==> src/include/bsc_consts.svh <==
// Constants for the fan motor command and spin-up block.
`ifndef BSC_CONSTS_SVH
`define BSC_CONSTS_SVH

// ****************************************************************
// Timing
// ****************************************************************
`define BSC_CLK_HZ 40000000
`define BSC_PWM_OUT_HZ 25000
`define BSC_PWM_PERIOD (`BSC_CLK_HZ / `BSC_PWM_OUT_HZ)
`define BSC_TAU_MS 80
`define BSC_FILT_SHIFT 6
`define BSC_MEAS_SAMPLES 512
`define BSC_SAMPLE_DIV \
  ((`BSC_TAU_MS * (`BSC_CLK_HZ / 1000)) / \
   (`BSC_MEAS_SAMPLES << `BSC_FILT_SHIFT))
`define BSC_MS_CYCLES (`BSC_CLK_HZ / 1000)
`define BSC_STEPS 96
`define BSC_STEP_ACC_MAX \
  ((64'(`BSC_CLK_HZ) * 64'd1000) / 64'(`BSC_STEPS))

// ****************************************************************
// Register map
// ****************************************************************
`define BSC_OFF_CONFIG 8'h00
`define BSC_OFF_STATUS 8'h04
`define BSC_OFF_FREQ 8'h08
`define BSC_CFG_MIN_LSB 0
`define BSC_CFG_HO_LSB 4
`define BSC_CFG_TA_LSB 8
`define BSC_CFG_RESET 32'h0000_0f10
`define BSC_ST_DIR_BIT 18
`define BSC_ST_STATE_LSB 16

// ****************************************************************
// Command thresholds on the 0..511 scale
// ****************************************************************
`define BSC_STBY_TH 9'h008
`define BSC_MIN_5 9'h01a
`define BSC_MIN_10 9'h034
`define BSC_MIN_13 9'h043
`define BSC_OL_43 9'h0dc
`define BSC_OL_50 9'h100
`define BSC_OL_60 9'h133
`define BSC_OL_75 9'h17f
`define BSC_OL_100 9'h1ff

// ****************************************************************
// Start-up profile
// ****************************************************************
`define BSC_HO_UNIT_MHZ 12500
`define BSC_ALIGN_UNIT_MS 40
`define BSC_ACC_BASE 160
`define BSC_ACC_STEP 10
`define BSC_ALIGN_STEP 7'h48
`define BSC_SECTOR 8
`define BSC_THIRD 32

`endif

==> src/include/bsc_pkg.sv <==
// Types shared by the fan motor command and spin-up block.
package bsc_pkg;

  typedef enum logic [1:0] {
    BSC_STANDBY = 2'b00,
    BSC_ALIGN = 2'b01,
    BSC_OPEN = 2'b10,
    BSC_CLOSED = 2'b11
  } bsc_state_e;

  typedef struct packed {
    logic psel;
    logic penable;
    logic pwrite;
    logic [7:0] paddr;
    logic [31:0] pwdata;
  } bsc_apb_req_s;

  typedef struct packed {
    logic [31:0] prdata;
    logic pready;
    logic pslverr;
  } bsc_apb_rsp_s;

  typedef struct packed {
    logic u;
    logic v;
    logic w;
  } bsc_phase_s;

  typedef logic [7:0] bsc_sine_t [0:24];

  // Quarter sine, 3.75 degree steps, full scale 255.
  localparam bsc_sine_t BSC_SINE = '{
    8'h00, 8'h11, 8'h21, 8'h32, 8'h42, 8'h52, 8'h62, 8'h71, 8'h80,
    8'h8e, 8'h9b, 8'ha8, 8'hb4, 8'hc0, 8'hca, 8'hd4, 8'hdd, 8'he5,
    8'hec, 8'hf1, 8'hf6, 8'hfa, 8'hfd, 8'hfe, 8'hff};

endpackage

==> src/design/bsc_spinup.sv <==
// Speed command filter, start-up sequencer and phase PWM generator.
// Behaviour
// - three phases driven by fixed 25 kHz PWM.
// - lowest phase subtracted, one phase always zero.
// - peak amplitude maximal at full command duty.
// - input duty measured as 9-bit value 0..511.
// - command follows duty through 80 ms lowpass.
// - min duty code: none, 5, 10, 13 percent.
// - between 1.5 percent and floor, use floor.
// - below 1.5 percent stop driving, enter standby.
// - align holds U grounded, drives V and W.
// - align/open duty chosen from supply band.
// - open loop accelerates to hand-off frequency.
// - closed loop: external steps, command sets amplitude.
// - hand-off frequency is 12.5 Hz times code.
// - align 40n ms, accel 160-10n Hz/s.
// - direction pin picks U-V-W or U-W-V order.
// - start-up uses direction pin at that time.
`include "bsc_consts.svh"
`timescale 1ns/1ps
`default_nettype none

module bsc_spinup #(
  parameter int MS_CYCLES = `BSC_MS_CYCLES,
  parameter int SAMPLE_DIV = `BSC_SAMPLE_DIV
) (
  // Clock, reset and clock enable.
  input wire logic pclk,
  input wire logic presetn,
  input wire logic clk_en,
  // Register bus.
  input wire bsc_pkg::bsc_apb_req_s apb_req,
  output bsc_pkg::bsc_apb_rsp_s apb_rsp,
  // Pins from the host.
  input wire logic speed_pwm,
  input wire logic direction_select,
  // On-chip supply band and sensorless commutation step.
  input wire logic [2:0] vcc_band,
  input wire logic cl_step,
  // Motor phases.
  output bsc_pkg::bsc_phase_s phase_pwm,
  output logic phase_drive_en
);
  import bsc_pkg::*;

  localparam logic [10:0] PERIOD = 11'(`BSC_PWM_PERIOD);
  localparam logic [28:0] STEP_MAX = 29'(`BSC_STEP_ACC_MAX);
  localparam logic [6:0] STEPS = 7'(`BSC_STEPS);

  // ****************************************************************
  // Pin synchronisers
  // ****************************************************************
  logic [1:0] pwm_sync_q;
  logic [1:0] dir_sync_q;

  always_ff @(posedge pclk or negedge presetn) begin
    if (!presetn) begin
      pwm_sync_q <= 2'h0;
      dir_sync_q <= 2'h0;
    end else if (clk_en) begin
      pwm_sync_q <= {pwm_sync_q[0], speed_pwm};
      dir_sync_q <= {dir_sync_q[0], direction_select};
    end
  end

  // ****************************************************************
  // Registers
  // ****************************************************************
  logic [31:0] cfg_q;
  logic [1:0] min_duty_code;
  logic [3:0] handoff_code;
  logic [3:0] align_accel_code;
  bsc_state_e state_q;
  logic dir_q;
  logic [8:0] cmd;
  logic [17:0] freq_q;
  logic [31:0] rdata_d;
  logic err_d;
  logic [31:0] prdata_q;
  logic pslverr_q;

  assign min_duty_code = cfg_q[`BSC_CFG_MIN_LSB +: 2];
  assign handoff_code = cfg_q[`BSC_CFG_HO_LSB +: 4];
  assign align_accel_code = cfg_q[`BSC_CFG_TA_LSB +: 4];

  always_comb begin
    rdata_d = 32'h0;
    err_d = 1'b0;
    if (apb_req.paddr == `BSC_OFF_CONFIG) begin
      rdata_d[11:0] = cfg_q[11:0];
    end else if (apb_req.paddr == `BSC_OFF_STATUS) begin
      rdata_d[8:0] = cmd;
      rdata_d[`BSC_ST_STATE_LSB +: 2] = state_q;
      rdata_d[`BSC_ST_DIR_BIT] = dir_q;
      err_d = apb_req.pwrite;
    end else if (apb_req.paddr == `BSC_OFF_FREQ) begin
      rdata_d[17:0] = freq_q;
      err_d = apb_req.pwrite;
    end else begin
      err_d = 1'b1;
    end
  end

  // Answer is decoded in the setup cycle so read data comes from a flop.
  always_ff @(posedge pclk or negedge presetn) begin
    if (!presetn) begin
      prdata_q <= 32'h0;
      pslverr_q <= 1'b0;
    end else if (clk_en && apb_req.psel && !apb_req.penable) begin
      prdata_q <= rdata_d;
      pslverr_q <= err_d;
    end
  end

  always_ff @(posedge pclk or negedge presetn) begin
    if (!presetn) begin
      cfg_q <= `BSC_CFG_RESET;
    end else if (clk_en && apb_req.psel && apb_req.penable &&
                 apb_req.pwrite && apb_req.paddr == `BSC_OFF_CONFIG) begin
      cfg_q <= {20'h0, apb_req.pwdata[11:0] & 12'hff3};
    end
  end

  assign apb_rsp.prdata = prdata_q;
  assign apb_rsp.pready = 1'b1;
  assign apb_rsp.pslverr = pslverr_q;

  // ****************************************************************
  // Duty measurement and command filter
  // ****************************************************************
  logic [15:0] div_q;
  logic [8:0] samp_q;
  logic [9:0] high_q;
  logic [14:0] filt_q;
  logic samp_tick;
  logic [9:0] high_tot;
  logic [8:0] meas;

  assign samp_tick = (div_q == 16'(SAMPLE_DIV - 1));
  assign high_tot = high_q + {9'h0, pwm_sync_q[1]};
  assign meas = high_tot[9] ? 9'h1ff : high_tot[8:0];

  always_ff @(posedge pclk or negedge presetn) begin
    if (!presetn) begin
      div_q <= 16'h0;
      samp_q <= 9'h0;
      high_q <= 10'h0;
    end else if (clk_en) begin
      div_q <= samp_tick ? 16'h0 : div_q + 16'h1;
      if (samp_tick) begin
        samp_q <= samp_q + 9'h1;
        high_q <= (samp_q == 9'h1ff) ? 10'h0 : high_tot;
      end
    end
  end

  // Time constant is 64 windows of 512 samples, about 80 ms.
  always_ff @(posedge pclk or negedge presetn) begin
    if (!presetn) begin
      filt_q <= 15'h0;
    end else if (clk_en && samp_tick && samp_q == 9'h1ff) begin
      filt_q <= filt_q + {6'h0, meas} - {6'h0, filt_q[14:6]};
    end
  end

  assign cmd = filt_q[14:6];

  // ****************************************************************
  // Amplitude selection
  // ****************************************************************
  logic [8:0] floor_duty;
  logic [8:0] run_amp;
  logic [8:0] band_amp;
  logic standby_req;

  always_comb begin
    case (min_duty_code)
      2'h1: floor_duty = `BSC_MIN_5;
      2'h2: floor_duty = `BSC_MIN_10;
      2'h3: floor_duty = `BSC_MIN_13;
      default: floor_duty = 9'h0;
    endcase
    case (vcc_band)
      3'h1: band_amp = `BSC_OL_75;
      3'h2: band_amp = `BSC_OL_60;
      3'h3: band_amp = `BSC_OL_50;
      3'h4: band_amp = `BSC_OL_43;
      default: band_amp = `BSC_OL_100;
    endcase
  end

  assign standby_req = (cmd < `BSC_STBY_TH);
  assign run_amp = (cmd < floor_duty) ? floor_duty : cmd;

  // ****************************************************************
  // Start-up sequencer
  // ****************************************************************
  logic [15:0] ms_div_q;
  logic ms_tick;
  logic [9:0] ms_q;
  logic [3:0] n_ta;
  logic [3:0] n_ho;
  logic [9:0] align_ms;
  logic [7:0] accel;
  logic [17:0] handoff_mhz;

  // A code of zero is treated as one, the quickest setting.
  assign n_ta = (align_accel_code == 4'h0) ? 4'h1 : align_accel_code;
  assign n_ho = (handoff_code == 4'h0) ? 4'h1 : handoff_code;
  assign align_ms = 10'(`BSC_ALIGN_UNIT_MS * n_ta);
  assign accel = 8'(`BSC_ACC_BASE - `BSC_ACC_STEP * n_ta);
  assign handoff_mhz = 18'(`BSC_HO_UNIT_MHZ * n_ho);
  assign ms_tick = (ms_div_q == 16'(MS_CYCLES - 1));

  always_ff @(posedge pclk or negedge presetn) begin
    if (!presetn) begin
      ms_div_q <= 16'h0;
    end else if (clk_en) begin
      if (state_q == BSC_STANDBY || ms_tick) begin
        ms_div_q <= 16'h0;
      end else begin
        ms_div_q <= ms_div_q + 16'h1;
      end
    end
  end

  always_ff @(posedge pclk or negedge presetn) begin
    if (!presetn) begin
      state_q <= BSC_STANDBY;
      dir_q <= 1'b0;
      ms_q <= 10'h0;
      freq_q <= 18'h0;
    end else if (clk_en) begin
      if (standby_req) begin
        state_q <= BSC_STANDBY;
      end else begin
        case (state_q)
          BSC_STANDBY: begin
            state_q <= BSC_ALIGN;
            dir_q <= dir_sync_q[1];
            ms_q <= 10'h0;
            freq_q <= 18'h0;
          end
          BSC_ALIGN: begin
            if (ms_tick) begin
              ms_q <= ms_q + 10'h1;
            end
            if (ms_tick && ms_q + 10'h1 >= align_ms) begin
              state_q <= BSC_OPEN;
            end
          end
          BSC_OPEN: begin
            if (freq_q >= handoff_mhz) begin
              state_q <= BSC_CLOSED;
            end else if (ms_tick) begin
              freq_q <= freq_q + {10'h0, accel};
            end
          end
          default: begin
            state_q <= BSC_CLOSED;
          end
        endcase
      end
    end
  end

  // ****************************************************************
  // Commutation angle
  // ****************************************************************
  logic [28:0] ang_acc_q;
  logic [29:0] ang_sum;
  logic ol_adv;
  logic adv;
  logic [6:0] step_q;

  assign ang_sum = {1'b0, ang_acc_q} + {12'h0, freq_q};
  assign ol_adv = (state_q == BSC_OPEN) && (ang_sum >= {1'b0, STEP_MAX});
  assign adv = ol_adv || (state_q == BSC_CLOSED && cl_step);

  always_ff @(posedge pclk or negedge presetn) begin
    if (!presetn) begin
      ang_acc_q <= 29'h0;
    end else if (clk_en) begin
      if (state_q != BSC_OPEN) begin
        ang_acc_q <= 29'h0;
      end else if (ol_adv) begin
        ang_acc_q <= 29'(ang_sum - {1'b0, STEP_MAX});
      end else begin
        ang_acc_q <= ang_sum[28:0];
      end
    end
  end

  // Rising angle gives U, V, W; falling angle gives U, W, V.
  always_ff @(posedge pclk or negedge presetn) begin
    if (!presetn) begin
      step_q <= `BSC_ALIGN_STEP;
    end else if (clk_en) begin
      if (state_q == BSC_STANDBY || state_q == BSC_ALIGN) begin
        step_q <= `BSC_ALIGN_STEP;
      end else if (adv && dir_q) begin
        step_q <= (step_q == STEPS - 7'h1) ? 7'h0 : step_q + 7'h1;
      end else if (adv) begin
        step_q <= (step_q == 7'h0) ? STEPS - 7'h1 : step_q - 7'h1;
      end
    end
  end

  // ****************************************************************
  // Phase waveform
  // ****************************************************************
  // Sine minus the lowest of the three phases: the low phase sits at
  // zero, so only one switch per leg needs to move at any time.
  function automatic logic [7:0] bsc_wave(input logic [6:0] s);
    logic [6:0] t;
    logic [6:0] a;
    t = (s >= STEPS - 7'(`BSC_SECTOR)) ?
        s - (STEPS - 7'(`BSC_SECTOR)) : s + 7'(`BSC_SECTOR);
    a = 7'h0;
    if (t < 7'(`BSC_THIRD)) begin
      a = t;
    end else if (t < 7'(2 * `BSC_THIRD)) begin
      a = t - 7'(`BSC_THIRD / 2);
    end
    if (a > 7'd24) begin
      a = 7'd48 - a;
    end
    bsc_wave = (t >= 7'(2 * `BSC_THIRD)) ? 8'h0 : BSC_SINE[a[4:0]];
  endfunction

  logic [6:0] step_v;
  logic [6:0] step_w;
  logic [7:0] g_u;
  logic [7:0] g_v;
  logic [7:0] g_w;
  logic [8:0] amp;

  assign step_v = (step_q >= 7'(`BSC_THIRD)) ?
                  step_q - 7'(`BSC_THIRD) : step_q + 7'(2 * `BSC_THIRD);
  assign step_w = (step_q >= 7'(2 * `BSC_THIRD)) ?
                  step_q - 7'(2 * `BSC_THIRD) : step_q + 7'(`BSC_THIRD);

  always_comb begin
    if (state_q == BSC_ALIGN) begin
      g_u = 8'h0;
      g_v = 8'hff;
      g_w = 8'hff;
    end else begin
      g_u = bsc_wave(step_q);
      g_v = bsc_wave(step_v);
      g_w = bsc_wave(step_w);
    end
    if (state_q == BSC_CLOSED) begin
      amp = run_amp;
    end else begin
      amp = band_amp;
    end
  end

  // Full scale is 255 by 511, close enough to 2^17 that a shift is used;
  // the top duty is about 0.6 percent short of a solid high.
  function automatic logic [10:0] bsc_cmp(input logic [7:0] g,
                                          input logic [8:0] a);
    logic [21:0] p;
    p = {14'h0, g} * {13'h0, a} * 22'd25;
    bsc_cmp = p[21:11];
  endfunction

  // ****************************************************************
  // Output PWM
  // ****************************************************************
  logic [10:0] pwm_cnt_q;
  logic [10:0] cmp_u_q;
  logic [10:0] cmp_v_q;
  logic [10:0] cmp_w_q;
  logic wrap;

  assign wrap = (pwm_cnt_q == PERIOD - 11'h1);

  // Compare values load only at the period edge so no pulse is split.
  always_ff @(posedge pclk or negedge presetn) begin
    if (!presetn) begin
      pwm_cnt_q <= 11'h0;
      cmp_u_q <= 11'h0;
      cmp_v_q <= 11'h0;
      cmp_w_q <= 11'h0;
    end else if (clk_en) begin
      pwm_cnt_q <= wrap ? 11'h0 : pwm_cnt_q + 11'h1;
      if (wrap) begin
        cmp_u_q <= bsc_cmp(g_u, amp);
        cmp_v_q <= bsc_cmp(g_v, amp);
        cmp_w_q <= bsc_cmp(g_w, amp);
      end
    end
  end

  always_ff @(posedge pclk or negedge presetn) begin
    if (!presetn) begin
      phase_pwm <= '0;
      phase_drive_en <= 1'b0;
    end else if (clk_en) begin
      phase_drive_en <= (state_q != BSC_STANDBY) && !standby_req;
      // Blanking on the request keeps the pins quiet as the enable drops.
      if (state_q == BSC_STANDBY || standby_req) begin
        phase_pwm <= '0;
      end else begin
        phase_pwm.u <= pwm_cnt_q < cmp_u_q;
        phase_pwm.v <= pwm_cnt_q < cmp_v_q;
        phase_pwm.w <= pwm_cnt_q < cmp_w_q;
      end
    end
  end

endmodule

`default_nettype wire

==> config.mk <==
export PLATFORM = sky130hd
export DESIGN_NAME = bsc_spinup
export DESIGN_NICKNAME = d
export VERILOG_FILES = /design/src/include/bsc_pkg.sv /design/src/design/bsc_spinup.sv
export VERILOG_INCLUDE_DIRS = /design/src /design/src/include
export SDC_FILE = /design/constraint.sdc
export NUM_CORES = 1
export LEC_CHECK = 0
export BUFFER_PORTS_ARGS = -buffer_cell sky130_fd_sc_hd__buf_2
export CORE_MARGIN = 2
export CORE_UTILIZATION = 65
export CTS_CLUSTER_SIZE = 40
export DETAILED_ROUTE_END_ITERATION = 8
export PLACE_DENSITY_LB_ADDON = 0.25
export SLEW_MARGIN = 0
export SYNTH_ARGS = -nofsm -noshare
export SYNTH_HDL_FRONTEND = slang
export SYNTH_SLANG_ARGS = --single-unit
==> constraint.sdc <==
create_clock -name pclk -period 19.3 [get_ports pclk]
set_input_delay 1.93 -clock pclk [delete_from_list [all_inputs] [get_ports pclk]]
set_output_delay 1.93 -clock pclk [all_outputs]
set_load 0.02 [all_outputs]
==> results <==
- The flow ran to the end, and the final reports show no timing, DRC or antenna violations.
- The highest net fanout along the worst path is 27.
- The required time reported for the critical path endpoint is 19680 ps.
- The clock passes through at most 3 buffers.
- The die covers 44530 sq um.
- The count of nets left with antenna violations once routing finished came out at 0.
- The detailed-router iteration count before antenna repair is 7.
- The number of buffers inserted to repair setup after CTS is 0.
- The tool flagged a number of max-cap violations equal to 0.
- The highest-delay cell along the critical path is sky130_fd_sc_hd__dfstp_2.
- Headroom to the max-slew limit came out at 19.97%.
- The placeable core region is 42130 sq um.
- The average cell area after synthesis is about 8.5 sq um.
- Compared with the post-synthesis result, the final layout area differs by 5.528%.
- The endpoint class of the critical path is a flop.
- The max-slew violation count is 0.
- The worst path needs 12440 ps of the cycle, external delays included.
- The average wire per standard cell is 17.22 microns.
- The worst setup path is launched from a flop.
- The most common cell type on the critical path is sky130_fd_sc_hd__inv_1.
- The last weighted congestion value of the routability-driven placer is 0.9268.
- The cell area after synthesis is 27860 sq um.
- The number of instances in the synthesized netlist is around 3300.
- From left edge to right edge, the die measures 211.0 microns.
- The overall routed net length is approximately 66000 microns.
- The largest net degree at the start of global routing is 85.
- The repair_antennas step left the layout with diodes totalling 0.
- The DRC violation total after the first TritonRoute iteration is roughly 1600.
- The overall global routing resource usage is 30.40%.
- After global routing the overflow that remains totals 0.
- Setup total negative slack on the finished layout was measured at 0 ps.
- The synthesized design contains 0 enable-type register cells.
- The critical path is of the reg -> reg type.
- The clock latency on the worst-skew pair is 580 ps.
- For the pin with the worst max-slew slack, the measured transition is 1190 ps.
- For this run, the slowest stage of the critical path takes between 800 and 900 ps.
- 90 I/O pins were placed.
- Hold is met by around 470 ps.
- The clock drives 213 sinks.
- Yosys mapped the design onto 100 distinct sky130hd cell types.
- The via count of the first global-routing pass was 23629.
- The post-cts sizing count is 0.
- Setup repair after global routing left no endpoint under its margin.
- The maximum clock frequency is 80.40 MHz.
- The top cell types in the final layout, fill and taps aside, are 440 x sky130_fd_sc_hd__ha_1, 436 x sky130_fd_sc_hd__inv_1, 320 x sky130_fd_sc_hd__nor2_1.
- The library cell used most frequently in the layout, excluding fill and tap cells, is sky130_fd_sc_hd__ha_1.
- After clock tree synthesis, the clock-pin slew on the worst setup and hold paths is 60 ps.
- In this run, post-CTS hold repair placed 0 buffers.
- TritonCTS created 26 clock buffers.
- The final layout contains 3943 nets.
- In the routed design, unresolved DRC markers number 0.
- Sequential cells were found to cover 19.16% of the synthesized design area.
- CTS placed an instance of sky130_fd_sc_hd__clkbuf_16 at the clock tree root.
- In this run, synthesis produced a sequential element count of 213.
- The placed wire-length estimate after detailed placement is around 51000 microns.
- The final number of hold-violating endpoints came to 0.
- The effective utilization at floorplan is 66.12%.
- In this run the number of H-tree levels came out at 1.
- Among all flip-flop cells after synthesis, the most frequent one is sky130_fd_sc_hd__dfrtp_1.
- The final number of setup-violating endpoints is 0.
- The height of the die is approximately 210 microns.
- The ratio of final minimum period to clock period is 64.44%.
- The number of buffer cells added on primary ports is 53.
- The worst hold path belongs to the class reg -> reg.
- On the final layout, the worst clock skew is 44.82 ps.
- In this run the core area contains 75 standard-cell rows.
- Of the cells placed in the final design, the portion with a size suffix greater than 1 is 7.000%.
- For the worst setup path, the data arrival time is 12820 ps.
- The proportion of register bits with asynchronous set or reset after synthesis is 100.0%.
- The average vias per placed instance is 6.038.
- The count of yosys warnings during synthesis is 0.
- The CTS tree is done.
- The first-pass GRT wire length is 112700 microns.
- The initial antenna violation count was 0.
- The routed layout has 23179 vias.
[path summary, 6_finish.rpt]
kind / cells after the start / end / start / slack, ps
max: 43 / cmp_v_q[8] / step_q[3] / 6860
min: 1 / samp_q[4] / samp_q[4] / 470
max reg2reg: 43 / cmp_v_q[8] / step_q[3] / 6860
min reg2reg: 1 / samp_q[4] / samp_q[4] / 470
max in group asynchronous: 2 / step_q[1] / presetn / 16520
min in group asynchronous: 1 / ang_acc_q[17] / presetn / 1310
[registers in the layout, summed over array words and instances (netlist names), 3 cells and up]
name,count
samp_q,9
cfg_q,10
phase_pwm,3
cmp_v_q,11
cmp_u_q,11
ms_div_q,16
pwm_cnt_q,11
cmp_w_q,11
ms_q,10
high_q,10
filt_q,15
div_q,16
ang_acc_q,28
prdata_q,19
step_q,7
freq_q,17
[final cells by class]
cell class / instances / area [sq um]
inverter: 440 / 1652
tap: 539 / 674.4
clock buffer: 30 / 695.7
fill: 3284 / 12730
multi-input combinational: 2524 / 20410
clock inverter: 18 / 187.7
timing repair buffer: 75 / 440.4
sequential: 213 / 5339
[stage by stage]
| stage | cell area, sq um | utilization [%] | setup WS, ps | instances |
|---|---|---|---|---|
| after global placement | 28520 | 67.68 | 7332 | 3791 |
| after floorplan | 27910 | - | 8574 | 3293 |
| after detailed placement | 28520 | 67.68 | 7127 | 3791 |
| final | 29400 | 69.78 | 6862 | 3839 |
| after CTS | 29400 | 69.78 | 7001 | 3839 |
| after global routing | 29400 | 69.78 | 6121 | 3839 |
[critical path, delay by kind of cell (launching register included)]
family | cells | cell delay, ps
AOI/OAI and AO/OA | 15 | 3710
xor gates and xnor gates | 1 | 360
adders and majority gates | 11 | 4900
buffers and inverters | 10 | 1320
DFF | 1 | 850
and+or+nand+nor | 6 | 1050
[cells in the mapped netlist (10+ instances only)]
cell type | number | area, sq um
sky130_fd_sc_hd__buf_4 | 18 | 135.1
sky130_fd_sc_hd__o211ai_1 | 15 | 112.6
sky130_fd_sc_hd__a31oi_1 | 24 | 150.1
sky130_fd_sc_hd__o21bai_1 | 29 | 217.7
sky130_fd_sc_hd__mux2i_1 | 30 | 300.3
sky130_fd_sc_hd__nand4_1 | 31 | 193.9
sky130_fd_sc_hd__nand2b_1 | 38 | 237.7
sky130_fd_sc_hd__clkbuf_1 | 86 | 322.8
sky130_fd_sc_hd__and3_1 | 42 | 262.8
sky130_fd_sc_hd__nand3_1 | 62 | 310.3
sky130_fd_sc_hd__nor3_1 | 46 | 230.2
sky130_fd_sc_hd__mux2_2 | 14 | 157.7
sky130_fd_sc_hd__dfrtp_1 | 206 | 5155
sky130_fd_sc_hd__fa_1 | 171 | 3423
sky130_fd_sc_hd__nor2_1 | 320 | 1201
sky130_fd_sc_hd__nor4_1 | 11 | 68.82
sky130_fd_sc_hd__inv_1 | 436 | 1637
sky130_fd_sc_hd__o21a_1 | 28 | 210.2
sky130_fd_sc_hd__a211oi_1 | 17 | 127.6
sky130_fd_sc_hd__ha_1 | 440 | 5505
sky130_fd_sc_hd__o21ai_0 | 186 | 930.9
sky130_fd_sc_hd__a211o_1 | 10 | 87.58
sky130_fd_sc_hd__or3_1 | 16 | 100.1
sky130_fd_sc_hd__a21oi_1 | 129 | 645.6
sky130_fd_sc_hd__a22o_1 | 13 | 113.9
sky130_fd_sc_hd__or2_2 | 54 | 337.8
sky130_fd_sc_hd__and2_1 | 16 | 100.1
sky130_fd_sc_hd__o21ai_1 | 12 | 60.06
sky130_fd_sc_hd__xor2_1 | 68 | 595.6
sky130_fd_sc_hd__nor2b_1 | 30 | 187.7
sky130_fd_sc_hd__a21o_1 | 63 | 473.0
sky130_fd_sc_hd__o31ai_1 | 35 | 262.8
sky130_fd_sc_hd__nand2_1 | 253 | 949.7
sky130_fd_sc_hd__xnor2_1 | 140 | 1226
[layer usage]
metal	track usage, %	part of all wire [%]	vias to the layer above
li1	-	-	11125
met5	0	0	-
met3	3.226	5.3	159
met4	11.80	4.0	0
met1	38.53	41	11189
met2	53.38	49	706
[cell families (layout without fill, tap and decap cells)]
group / count (synthesis) / after routing / share of synthesized area [%]
and+or+nand+nor: 964 / 964 / 16.37
AOI/OAI and AO/OA: 676 / 676 / 16.10
adders and majority gates: 615 / 615 / 32.19
buffers and inverters: 556 / 563 / 7.792
DFF: 213 / 213 / 19.16
xor gates and xnor gates: 211 / 211 / 6.714
muxes: 44 / 44 / 1.644
other: 2 / 14 / 0.02696
Power is left out: the tool's default activity adds up to more than one toggle a clock period on the data nets, which glitch-free logic cannot reach.
